==> config.mk <==
export PLATFORM = sky130hd
export DESIGN_NAME = mtc_tx_config
export DESIGN_NICKNAME = d
export VERILOG_FILES = /design/src/hdl/mtc_pkg.sv /design/src/hdl/mtc_gap_timer.sv /design/src/hdl/mtc_tx_config.sv
export SDC_FILE = /design/constraint.sdc
export NUM_CORES = 1
export LEC_CHECK = 0
export BUFFER_PORTS_ARGS = -buffer_cell sky130_fd_sc_hd__buf_4
export CAP_MARGIN = 20
export CORE_ASPECT_RATIO = 2
export CORE_UTILIZATION = 58
export DETAILED_ROUTE_END_ITERATION = 12
export PLACE_DENSITY = 0.81
export RECOVER_POWER = 50
export SYNTH_ARGS = -nofsm -noshare
export SYNTH_HDL_FRONTEND = slang
export SYNTH_SLANG_ARGS = --single-unit
==> constraint.sdc <==
create_clock -name aclk -period 13.48 [get_ports aclk]
set_input_delay 2.696 -clock aclk [delete_from_list [all_inputs] [get_ports aclk]]
set_output_delay 2.696 -clock aclk [all_outputs]
set_load 0.01 [all_outputs]
==> src/hdl/mtc_pkg.sv <==
// Package: constants, register map and state types of the transmit config block
package mtc_pkg;

    // ------------------------------------------------------------------
    // Register map (byte addresses)
    // ------------------------------------------------------------------
    localparam int          ADDR_W        = 8;
    localparam logic [7:0]  OFF_TX_CFG    = 8'h24;
    localparam logic [7:0]  OFF_EV_STATUS = 8'h40;
    localparam logic [7:0]  OFF_EV_MASK   = 8'h44;
    localparam logic [7:0]  OFF_QE_COUNT  = 8'h48;
    localparam logic [7:0]  OFF_TX_STATUS = 8'h4C;
    localparam logic [31:0] CFG_RST       = 32'h0000_0102;
    localparam logic [31:0] CFG_WMASK     = 32'hFCF0_3F3F;
    localparam logic [1:0]  RESP_OKAY     = 2'h0;
    localparam logic [1:0]  RESP_SLVERR   = 2'h2;

    // ------------------------------------------------------------------
    // Field positions
    // ------------------------------------------------------------------
    localparam int CFG_CSI      = 31;
    localparam int CFG_HBI      = 30;
    localparam int CFG_LOOP     = 29;
    localparam int CFG_PAD      = 28;
    localparam int CFG_TRIM_HI  = 27;
    localparam int CFG_TRIM_LO  = 26;
    localparam int CFG_RETRY    = 23;
    localparam int EV_TX_OK     = 0;
    localparam int EV_ABORT     = 1;
    localparam int EV_CARRIER   = 2;
    localparam int EV_HEARTBEAT = 3;
    localparam int ST_EXT       = 15;
    localparam int ST_CARRIER   = 14;
    localparam int ST_HB_FAIL   = 13;
    localparam int ST_ABORT     = 12;
    localparam int ST_OK        = 11;

    // ------------------------------------------------------------------
    // Frame, collision and timing figures
    // ------------------------------------------------------------------
    localparam logic [10:0] MIN_FRAME_LEN    = 11'h040;
    localparam logic [6:0]  ATTEMPTS_STD     = 7'h10;
    localparam logic [6:0]  ATTEMPTS_EXT     = 7'h40;
    localparam int          CLK_PERIOD_NS    = 25;
    localparam int          IFG_10_NS        = 9600;
    localparam int          IFG_STEP_10_NS   = 400;
    localparam int          IFG_100_NS       = 960;
    localparam int          IFG_STEP_100_NS  = 40;
    localparam int          HB_WINDOW_NS     = 400;
    localparam logic [4:0]  HB_CYCLES        =
        5'(HB_WINDOW_NS / CLK_PERIOD_NS);

    // Gap in clock cycles, least time so rounded up
    function automatic logic [8:0] mtc_gap_cycles(input logic       fast,
                                                   input logic [1:0] trim);
        int ns;
        ns = fast ? IFG_100_NS - IFG_STEP_100_NS * int'(trim)
                  : IFG_10_NS - IFG_STEP_10_NS * int'(trim);
        return 9'((ns + CLK_PERIOD_NS - 1) / CLK_PERIOD_NS);
    endfunction

    // ------------------------------------------------------------------
    // State types
    // ------------------------------------------------------------------
    typedef struct packed {
        logic [8:0] cnt;
        logic       busy;
    } mtc_gap_t;

    typedef struct packed {
        logic [31:0] cfg;
        logic [3:0]  ev_status;
        logic [3:0]  ev_mask;
        logic [15:0] qe_count;
        logic [15:0] tx_status;
        logic        aw_full;
        logic [7:0]  aw_addr;
        logic        w_full;
        logic [31:0] w_data;
        logic [3:0]  w_strb;
        logic        awready;
        logic        wready;
        logic        bvalid;
        logic [1:0]  bresp;
        logic        arready;
        logic        rvalid;
        logic [1:0]  rresp;
        logic [31:0] rdata;
        logic        in_frame;
        logic [6:0]  attempts;
        logic        carrier_lost;
        logic        hb_wait;
        logic [4:0]  hb_cnt;
        logic        tx_abort;
        logic        tx_ok;
        logic        tx_ready;
        logic [10:0] send_len;
        logic        mii_tx_en;
        logic [3:0]  mii_txd;
        logic        mii_rx_enable;
        logic        lb_rx_dv;
        logic [3:0]  lb_rxd;
        logic        rx_loopback_flag;
        logic        irq;
    } mtc_state_t;

endpackage

==> src/hdl/mtc_gap_timer.sv <==
// Interframe gap timer, length set by line rate and gap trim
`timescale 1ns/1ps
`default_nettype none
module mtc_gap_timer
    import mtc_pkg::*;
(
    input  wire logic       aclk,
    input  wire logic       aresetn,
    input  wire logic       start,
    input  wire logic       fast,
    input  wire logic [1:0] trim,
    output logic            busy
);

    mtc_gap_t r;
    mtc_gap_t n;

    // ------------------------------------------------------------------
    // Countdown
    // ------------------------------------------------------------------
    // Busy for exactly the gap length in cycles
    always_comb
    begin
        n = r;
        if (start)
        begin
            n.cnt  = mtc_gap_cycles(fast, trim);
            n.busy = 1'b1;
        end
        else if (r.cnt > 9'h001)
        begin
            n.cnt = r.cnt - 9'h001;
        end
        else
        begin
            n.cnt  = 9'h000;
            n.busy = 1'b0;
        end
    end

    // State register
    always_ff @(posedge aclk)
    begin
        if (!aresetn)
            r <= '0;
        else
            r <= n;
    end

    // Falls one cycle early, as the parent registers its ready
    assign busy = r.busy && (r.cnt > 9'h001);
endmodule
`default_nettype wire

==> src/hdl/mtc_tx_config.sv <==
// Transmit configuration block: AXI4-Lite registers and transmit control
// Function
// Carrier-sense ignore set: carrier activity ignored, no carrier status.
// Carrier-sense ignore clear: carrier watched per frame and reported.
// Software sets both ignore bits before full-duplex use.
// Heartbeat ignore set: no heartbeat check, no quality-error counting.
// Heartbeat ignore clear: missing heartbeat increments quality-error count.
// Loopback: transmit fed to receiver, both MII directions disabled.
// Software disables transmitter and receiver before setting loopback.
// Frames received in loopback carry the loopback flag.
// Auto padding extends short frames to 64 bytes.
// Padding off: short frames sent unpadded.
// At 10 Mb/s gap is 9.6 us minus 0.4 us per trim step.
// At 100 Mb/s gap is 960 ns minus 40 ns per trim step.
// Bits 25-24 ignore writes and read zero.
// Retry on: up to four rounds, abort after 64th attempt.
// Retry off: abort after the 16th attempt.
// Retry on: collision status uses the extended round reporting.
// Reset clears control bits 31 to 23.
//
// Our own choice: register access over AXI4-Lite.
`timescale 1ns/1ps
`default_nettype none
module mtc_tx_config
    import mtc_pkg::*;
(
    input  wire logic              aclk,
    input  wire logic              aresetn,
    input  wire logic [ADDR_W-1:0] s_axi_awaddr,
    input  wire logic              s_axi_awvalid,
    output logic                   s_axi_awready,
    input  wire logic [31:0]       s_axi_wdata,
    input  wire logic [3:0]        s_axi_wstrb,
    input  wire logic              s_axi_wvalid,
    output logic                   s_axi_wready,
    output logic [1:0]             s_axi_bresp,
    output logic                   s_axi_bvalid,
    input  wire logic              s_axi_bready,
    input  wire logic [ADDR_W-1:0] s_axi_araddr,
    input  wire logic              s_axi_arvalid,
    output logic                   s_axi_arready,
    output logic [31:0]            s_axi_rdata,
    output logic [1:0]             s_axi_rresp,
    output logic                   s_axi_rvalid,
    input  wire logic              s_axi_rready,
    input  wire logic              tx_frame_start,
    input  wire logic [10:0]       tx_frame_len,
    input  wire logic              tx_done,
    input  wire logic              tx_collision,
    input  wire logic              link_100,
    input  wire logic              mii_crs,
    input  wire logic              mii_col,
    input  wire logic              tx_en_in,
    input  wire logic [3:0]        txd_in,
    output logic                   tx_ready,
    output logic [10:0]            send_len,
    output logic                   tx_abort,
    output logic                   tx_ok,
    output logic [15:0]            tx_status,
    output logic                   mii_tx_en,
    output logic [3:0]             mii_txd,
    output logic                   mii_rx_enable,
    output logic                   lb_rx_dv,
    output logic [3:0]             lb_rxd,
    output logic                   rx_loopback_flag,
    output logic                   irq
);

    // Byte strobes to a bit mask
    function automatic logic [31:0] strb_mask(input logic [3:0] s);
        return {{8{s[3]}}, {8{s[2]}}, {8{s[1]}}, {8{s[0]}}};
    endfunction

    // Word address match
    function automatic logic hit(input logic [7:0] a, input logic [7:0] off);
        return a[7:2] == off[7:2];
    endfunction

    mtc_state_t  r;
    mtc_state_t  n;
    logic        gap_busy;
    logic        gap_start;
    logic [3:0]  ev_set;
    logic [3:0]  w1c;
    logic [31:0] wm;
    logic [6:0]  next_att;
    logic [6:0]  limit;

    // ------------------------------------------------------------------
    // Interframe gap
    // ------------------------------------------------------------------
    mtc_gap_timer u_gap (
        .aclk    (aclk),
        .aresetn (aresetn),
        .start   (gap_start),
        .fast    (link_100),
        .trim    (r.cfg[CFG_TRIM_HI:CFG_TRIM_LO]),
        .busy    (gap_busy)
    );

    // ------------------------------------------------------------------
    // Next state
    // ------------------------------------------------------------------
    always_comb
    begin
        n         = r;
        gap_start = 1'b0;
        ev_set    = 4'h0;
        w1c       = 4'h0;
        wm        = strb_mask(r.w_strb) & CFG_WMASK;
        next_att  = r.attempts + 7'h01;
        limit     = r.cfg[CFG_RETRY] ? ATTEMPTS_EXT : ATTEMPTS_STD;
        n.tx_abort = 1'b0;
        n.tx_ok    = 1'b0;

        // Write address and data taken in either order
        if (s_axi_awvalid && r.awready)
        begin
            n.aw_full = 1'b1;
            n.aw_addr = s_axi_awaddr;
            n.awready = 1'b0;
        end
        if (s_axi_wvalid && r.wready)
        begin
            n.w_full  = 1'b1;
            n.w_data  = s_axi_wdata;
            n.w_strb  = s_axi_wstrb;
            n.wready  = 1'b0;
        end
        if (r.bvalid && s_axi_bready)
            n.bvalid = 1'b0;

        // Register write once both halves are held
        if (r.aw_full && r.w_full && !r.bvalid)
        begin
            n.aw_full = 1'b0;
            n.w_full  = 1'b0;
            n.awready = 1'b1;
            n.wready  = 1'b1;
            n.bvalid  = 1'b1;
            n.bresp   = RESP_OKAY;
            if (hit(r.aw_addr, OFF_TX_CFG))
                n.cfg = (r.cfg & ~wm) | (r.w_data & wm);
            else if (hit(r.aw_addr, OFF_EV_MASK))
                n.ev_mask = (r.ev_mask & ~{4{r.w_strb[0]}})
                          | (r.w_data[3:0] & {4{r.w_strb[0]}});
            else if (hit(r.aw_addr, OFF_EV_STATUS))
                w1c = r.w_data[3:0] & {4{r.w_strb[0]}};
            else if (!hit(r.aw_addr, OFF_QE_COUNT)
                     && !hit(r.aw_addr, OFF_TX_STATUS))
                n.bresp = RESP_SLVERR;
        end

        // Register read
        if (s_axi_arvalid && r.arready)
        begin
            n.arready = 1'b0;
            n.rvalid  = 1'b1;
            n.rresp   = RESP_OKAY;
            n.rdata   = 32'h0000_0000;
            if (hit(s_axi_araddr, OFF_TX_CFG))
                n.rdata = r.cfg;
            else if (hit(s_axi_araddr, OFF_EV_STATUS))
                n.rdata[3:0] = r.ev_status;
            else if (hit(s_axi_araddr, OFF_EV_MASK))
                n.rdata[3:0] = r.ev_mask;
            else if (hit(s_axi_araddr, OFF_QE_COUNT))
                n.rdata[15:0] = r.qe_count;
            else if (hit(s_axi_araddr, OFF_TX_STATUS))
                n.rdata[15:0] = r.tx_status;
            else
                n.rresp = RESP_SLVERR;
        end
        else if (r.rvalid && s_axi_rready)
        begin
            n.rvalid  = 1'b0;
            n.arready = 1'b1;
        end

        // Frame start and padding
        if (tx_frame_start && !r.in_frame)
        begin
            n.in_frame     = 1'b1;
            n.attempts     = 7'h00;
            n.carrier_lost = 1'b0;
            if (r.cfg[CFG_PAD] && tx_frame_len < MIN_FRAME_LEN)
                n.send_len = MIN_FRAME_LEN;
            else
                n.send_len = tx_frame_len;
        end
        else if (r.in_frame)
        begin
            // Carrier watched only when not ignored
            if (!r.cfg[CFG_CSI] && !mii_crs && !r.carrier_lost)
            begin
                n.carrier_lost     = 1'b1;
                ev_set[EV_CARRIER] = 1'b1;
            end
            if (tx_collision)
            begin
                n.attempts = next_att;
                if (next_att == limit)
                begin
                    n.in_frame       = 1'b0;
                    n.tx_abort       = 1'b1;
                    ev_set[EV_ABORT] = 1'b1;
                    gap_start        = 1'b1;
                end
            end
            else if (tx_done)
            begin
                n.in_frame       = 1'b0;
                n.tx_ok          = 1'b1;
                ev_set[EV_TX_OK] = 1'b1;
                gap_start        = 1'b1;
                n.hb_wait        = !r.cfg[CFG_HBI];
                n.hb_cnt         = HB_CYCLES;
            end
            // Status snapshot at frame end
            if (gap_start)
            begin
                n.tx_status              = 16'h0000;
                n.tx_status[ST_EXT]      = r.cfg[CFG_RETRY];
                n.tx_status[ST_CARRIER]  = n.carrier_lost;
                n.tx_status[ST_ABORT]    = n.tx_abort;
                n.tx_status[ST_OK]       = n.tx_ok;
                n.tx_status[5:0]         = r.cfg[CFG_RETRY]
                    ? n.attempts[5:0] : {2'h0, n.attempts[3:0]};
            end
        end

        // Heartbeat window after a good frame
        if (r.hb_wait)
        begin
            if (r.cfg[CFG_HBI] || mii_col)
                n.hb_wait = 1'b0;
            else if (r.hb_cnt == 5'h01)
            begin
                n.hb_wait              = 1'b0;
                n.qe_count             = r.qe_count + 16'h0001;
                n.tx_status[ST_HB_FAIL] = 1'b1;
                ev_set[EV_HEARTBEAT]   = 1'b1;
            end
            else
                n.hb_cnt = r.hb_cnt - 5'h01;
        end

        // Loopback routing, MII disabled while looping
        n.mii_tx_en        = tx_en_in && !r.cfg[CFG_LOOP];
        n.mii_txd          = r.cfg[CFG_LOOP] ? 4'h0 : txd_in;
        n.mii_rx_enable    = !r.cfg[CFG_LOOP];
        n.lb_rx_dv         = tx_en_in && r.cfg[CFG_LOOP];
        n.lb_rxd           = r.cfg[CFG_LOOP] ? txd_in : 4'h0;
        n.rx_loopback_flag = r.cfg[CFG_LOOP];

        // Sticky events, set wins over clear
        n.ev_status = (r.ev_status & ~w1c) | ev_set;
        n.irq       = |(n.ev_status & n.ev_mask);
        n.tx_ready  = !n.in_frame && !gap_busy && !gap_start;
    end

    // ------------------------------------------------------------------
    // State register
    // ------------------------------------------------------------------
    always_ff @(posedge aclk)
    begin
        if (!aresetn)
        begin
            r         <= '0;
            r.cfg     <= CFG_RST;
            r.awready <= 1'b1;
            r.wready  <= 1'b1;
            r.arready <= 1'b1;
        end
        else
            r <= n;
    end

    // Outputs straight from the state register
    assign s_axi_awready    = r.awready;
    assign s_axi_wready     = r.wready;
    assign s_axi_bresp      = r.bresp;
    assign s_axi_bvalid     = r.bvalid;
    assign s_axi_arready    = r.arready;
    assign s_axi_rdata      = r.rdata;
    assign s_axi_rresp      = r.rresp;
    assign s_axi_rvalid     = r.rvalid;
    assign tx_ready         = r.tx_ready;
    assign send_len         = r.send_len;
    assign tx_abort         = r.tx_abort;
    assign tx_ok            = r.tx_ok;
    assign tx_status        = r.tx_status;
    assign mii_tx_en        = r.mii_tx_en;
    assign mii_txd          = r.mii_txd;
    assign mii_rx_enable    = r.mii_rx_enable;
    assign lb_rx_dv         = r.lb_rx_dv;
    assign lb_rxd           = r.lb_rxd;
    assign rx_loopback_flag = r.rx_loopback_flag;
    assign irq              = r.irq;
endmodule
`default_nettype wire

After elaboration in Yosys (flattened, before gate mapping)

Cells that the tools add are included.

Add/sub/neg operators: 8
Multiply operators: 2
Divide/modulo/power cells: 1
Order comparisons: 2
Eq/ne operators: 13
Muxes and demuxes: 71
Bitwise logic cells: 16
Reductions and logical operators: 42

Operator list:

| operator               | number |
|---|---|
| $and 32x32->32         | 2 |
| $mux 16                | 4 |
| $eq 6x5->1 const B     | 8 |
| $mux 14                | 3 |
| $mux 4                 | 9 |
| $add 32x6->32 const B  | 1 |
| $div 32x6->32 const B  | 1 |
| $mux 32                | 1 |
| $not 32->32            | 1 |
| $or 32x32->32          | 1 |
| $sub 11x32->32 const A | 1 |
| $sub 15x32->32 const A | 1 |
| $sub 32x2->32 const B  | 1 |
| $mux 1                 | 24 |
| $mux 12                | 2 |
| $mux 6                 | 4 |
| $mux 2                 | 11 |
| $mux 9                 | 2 |
| $logic_and 1x1->1      | 17 |
| $mux 17                | 1 |
| $add 16x1->16 const B  | 1 |
| $and 4x4->4            | 4 |
| $mux 7                 | 2 |
| $eq 6x4->1 const B     | 2 |
| 26 further kinds       | 51 |

Register bits: 206
Bits of input ports: 81
Word-level logic and storage cells: 193

Depth between registers and ports, before layout

Word-level depth: 12
Mapped depth: 46
Mapped depth without buffers: 42

Cells and area by module

From an unflattened synthesis, not the netlist that was laid out.

Cell total of the unflattened synthesis: 1331
Area, all modules: 11148.2 µm²

Modules (own cells, without submodules):

| module        | instances | cells an instance | area each (µm²) | sequential area each (µm²) |
|---|---|---|---|---|
| mtc_tx_config | 1         | 845               | 7532.2          | 3323.2 |
| mtc_gap_timer | 1         | 486               | 3616.0          | 200.2 |

Worst setup path after synthesis

No wires, ideal clock.

Path kind: in2reg
Start point: input port link_100
End point: register u_gap.r[1] in the netlist's numbering
Library setup time: 122 ps
Arrival: 11292 ps
Data required time: 13358 ps
Setup slack: 2066 ps
Cell stages on the path: 40
Buffers on the path: 2
Path through: buf_4 and4bb_4 a211o_4 a31o_2 a211o_1 a21oi_2 nor2_1 o311a_1 nor3_4 xor2_2 inv_1 ha_1 nor3_1 a22oi_2 a21oi_4 xnor2_2 ha_1 o31ai_1 (+4 left out) xnor2_1 ha_1 or3_1 a21oi_1 o22ai_1 a21o_1 nand2_1 nand2_1 ha_1 clkbuf_1 o41ai_1 a21oi_1 xnor2_1 o21ai_1 nand4b_4 a211o_1 a211o_1 o311a_1

Longest elaborated chain between the ends: 5

RTL lines:

| item                 | line                | text |
|---|---|---|
| from (decl)          | mtc_tx_config.sv:50 | `input wire logic link_100,` |
| $mux 32              | mtc_pkg.sv:57       | `ns = fast ? IFG_100_NS - IFG_STEP_100_NS * int'(trim)` |
| $add 32x6->32        | mtc_pkg.sv:59       | `return 9'((ns + CLK_PERIOD_NS - 1) / CLK_PERIOD_NS);` |
| $sub 32x2->32        | mtc_pkg.sv:59       |  |
| $div 32x6->32        | mtc_pkg.sv:59       |  |
| $mux 10              | mtc_gap_timer.sv:25 | `if (start)` |
| to (signal assigned) | mtc_gap_timer.sv:47 | `r <= n;` |
| to (decl)            | mtc_gap_timer.sv:15 | `mtc_gap_t r;` |

No other way between the ends.
A chain may end at the register's enable or synchronous reset.

Worst setup path in the final report

Same ends and word-level chain as after synthesis.

==> results.sh <==
export IMPL_outcome="complete, but fails checks"
export IMPL_violations="design-rule violations, max-capacitance violations, max-slew violations"
export IMPL_ys_warnings_count=0
export IMPL_slowest_stage="a311o_1"
export IMPL_synthCells=1374
export IMPL_crit_type="in2reg"
export IMPL_setup_slack_ns=0.916
export IMPL_ioPinCount=165
export IMPL_die_x_um=98.0
export IMPL_grt_max_degree=80
export IMPL_place_ws_ns=0.633
export IMPL_grt_ovfl_total=0
export IMPL_p_switching_mw=0.486
export IMPL_total_power_mw=1.48
export IMPL_finalHoldViolations=0
export IMPL_dpl_cell_area_um2=11300
export IMPL_cap_viol_max_count=1
export IMPL_setup_viol=0
export IMPL_synth_edff_count=0
export IMPL_synth_top_area_share_pct=33.0
export IMPL_antenna_found_initial=0
export IMPL_ir_drop_mv=0.146
export IMPL_antennaDiodeCount=0
export IMPL_post_route_util_pct=65.4
export IMPL_crit_fanout=20
export IMPL_htreeDepth=4
export IMPL_hold_worst_slack_ns=0.449
export IMPL_cts_tree="built"
export IMPL_clock_fmax_ghz=0.0796
export IMPL_ys_async_sr_fraction_pct=0
export IMPL_clock_sinks=176
export IMPL_final_area_um2=11700
export IMPL_insertion_delay_ns=0.43
export IMPL_first_pass_iters=9
export IMPL_cts_hold_fix_buffers=0
export IMPL_power_density_nw_per_um2=127
export IMPL_drive_gt1_share_pct=12.6
export IMPL_avgViaCountPerCell=6.15
export IMPL_power_leakage_nw=4.48
export IMPL_grt_pass1_wl_um=47400
export IMPL_synthTopCellsByCount="182 x nand2_1, 176 x dfxtp_1, 148 x a21oi_1"
export IMPL_start_util_pct=59.8
export IMPL_synth_seq_cells=176
export IMPL_worst_pin_slew_ns=2.02
export IMPL_finalClockSkew_ns=0.00766
export IMPL_combPwrFrac_pct=28.5
export IMPL_maxSlewHeadroom_pct=-35.3
export IMPL_cts_buffers=17
export IMPL_dp_hpwl_um=22100
export IMPL_p_sw_share_pct=32.8
export IMPL_wl_per_cell_um=17.9
export IMPL_stdcell_count=1641
export IMPL_power_frac_seq_pct=38.1
export IMPL_netlist_area_um2=10700
export IMPL_critPathRequiredTime_ns=13.79
export IMPL_die_area_um2=19000
export IMPL_fin_crit_ns=12.56
export IMPL_min_delay_path_class="reg2reg"
export IMPL_cp_start_kind="primary input"
export IMPL_rows=69
export IMPL_tns_ns=0
export IMPL_dieHeight_um=194
export IMPL_vias=10100
export IMPL_io_buffers=137
export IMPL_ant_nets=0
export IMPL_ys_seq_area_share_pct=33.0
export IMPL_first_global_vias=9719
export IMPL_cp_end_kind="flop"
export IMPL_grt_usage_pct=31.1
export IMPL_clockRootBuffer="clkbuf_16"
export IMPL_synth_top_area_cell="dfxtp_1"
export IMPL_clk_path_buf_depth=2
export IMPL_pwr_share_clk_pct=33.4
export IMPL_core_um2=17900
export IMPL_slowest_delay_ns=0.46
export IMPL_cts_resized=0
export IMPL_yosysMostFrequentCell="nand2_1"
export IMPL_gp_congestion=0.948
export IMPL_layout_area_overhead_vs_synth_pct=9.49
export IMPL_worst_endpoint_arrival_ns=12.88
export IMPL_synth_cell_type_count=105
export IMPL_drv_slew=63
export IMPL_clk_pin_slew_worst_paths_ns=0.07
export IMPL_critical_path_top_cell_by_count="ha_1"
export IMPL_rsz0062_at_grt="false"
export IMPL_final_nets=1519
export IMPL_drc=4
export IMPL_synth_top_flop_cell="dfxtp_1"
export IMPL_timing_final_crit_share_pct=93.2
export IMPL_drt_total_wl_um=29400
export IMPL_p_int_mw=0.995
export IMPL_drt_iter0_markers=439
export IMPL_dp_cells=1610
export IMPL_yosys_top_cells_area="dfxtp_1 33%, a21oi_1 6.9%, nand2_1 6.4%, buf_4 5.3%, nor2_1 5.1%"
export IMPL_synth_area_per_cell_um2=7.77
export IMPL_cts_setup_buffers=0
placed cells by master, fill, tap and decap left out, types with 6 or more instances in the layout:
| cell | Yosys | routed |
|---|---|---|
| o22ai_1 | 9 | 9 |
| nor3b_1 | 6 | 6 |
| a21o_1 | 13 | 13 |
| o21ai_0 | 51 | 51 |
| clkbuf_16 | 0 | 17 |
| o211ai_1 | 7 | 7 |
| ha_1 | 22 | 22 |
| nor4b_1 | 6 | 6 |
| dfxtp_1 | 176 | 176 |
| a31oi_1 | 9 | 9 |
| nand3_1 | 66 | 66 |
| or3_1 | 12 | 12 |
| a21oi_1 | 148 | 148 |
| and3_1 | 16 | 16 |
| and2_1 | 16 | 12 |
| a221oi_1 | 6 | 6 |
| clkbuf_1 | 52 | 50 |
| conb_1 | 1 | 13 |
| xnor2_1 | 20 | 20 |
| a211o_1 | 7 | 7 |
| xor2_1 | 23 | 23 |
| nand2b_1 | 18 | 18 |
| nand2_1 | 182 | 182 |
| nor3_1 | 42 | 41 |
| mux2i_1 | 32 | 32 |
| nand3b_1 | 8 | 8 |
| a22o_1 | 7 | 7 |
| nor2_1 | 146 | 146 |
| inv_1 | 26 | 25 |
| nand4_1 | 15 | 15 |
| buf_4 | 75 | 98 |
| a211oi_1 | 19 | 19 |
cell type report:
type | count | area, um^2
multi-input cells | 1046 | 6290
flip-flops and latches | 176 | 3520
clock inverters | 12 | 131
fillers | 1612 | 6170
repair buffers | 149 | 931
clock buffers | 19 | 453
inverters | 26 | 98.8
well taps | 213 | 267
cells by family (layout without fill, tap and decap cells):
kind of cell / count (synthesis) / count (layout) / share of synthesized area (%)
xor+xnor: 45 / 45 / 3.83
flops: 176 / 176 / 33.0
compound gates: 357 / 357 / 22.5
simple gates: 575 / 575 / 26.3
mux: 34 / 34 / 3.21
other cells: 1 / 13 / 0.0351
fa+ha+maj: 22 / 22 / 2.58
buf+inv: 164 / 206 / 8.59
final timing paths:
kind | endpoint | startpoint | slack, ns | cells past startpoint
setup / recovery | u_gap.r[1]$_SDFF_PN0_ | link_100 | 0.92 | 41
hold / removal | s_axi_rdata[23]$_SDFFE_PN0P_ | s_axi_rdata[23]$_SDFFE_PN0P_ | 0.45 | 2
setup reg to reg | u_gap.r[1]$_SDFF_PN0_ | flop | 1.77 | 42
hold reg to reg | s_axi_rdata[23]$_SDFFE_PN0P_ | s_axi_rdata[23]$_SDFFE_PN0P_ | 0.45 | 2
layer usage:
metal	vias to the layer above	share of wire (%)	track usage, %
li1	4888	-	-
met1	4833	35	28.9
met2	275	57	62.5
met3	95	3.1	4.11
met4	0	4.9	17.7
met5	-	0	0
worst max-delay path: cells and delay by family:
kind,cells,cell delay (ns)
muxes,1,0.10
AOI/OAI and AO/OA,19,4.91
and+or+nand+nor,9,2.13
buffers and inverters,3,0.52
xor gates and xnor gates,5,1.27
adders and majority gates,4,1.23
power by group through the flow:
stage / Sequential [mW] / Combinational (mW) / Clock (mW)
2_1_floorplan: 0.569 / 0.329 / 0
3_3_place_gp: 0.575 / 0.411 / 0
3_5_place_dp: 0.575 / 0.419 / 0
4_1_cts: 0.564 / 0.422 / 0.498
5_1_grt: 0.567 / 0.467 / 0.521
6_report: 0.564 / 0.423 / 0.495
Power figures use the tool's default switching activity.
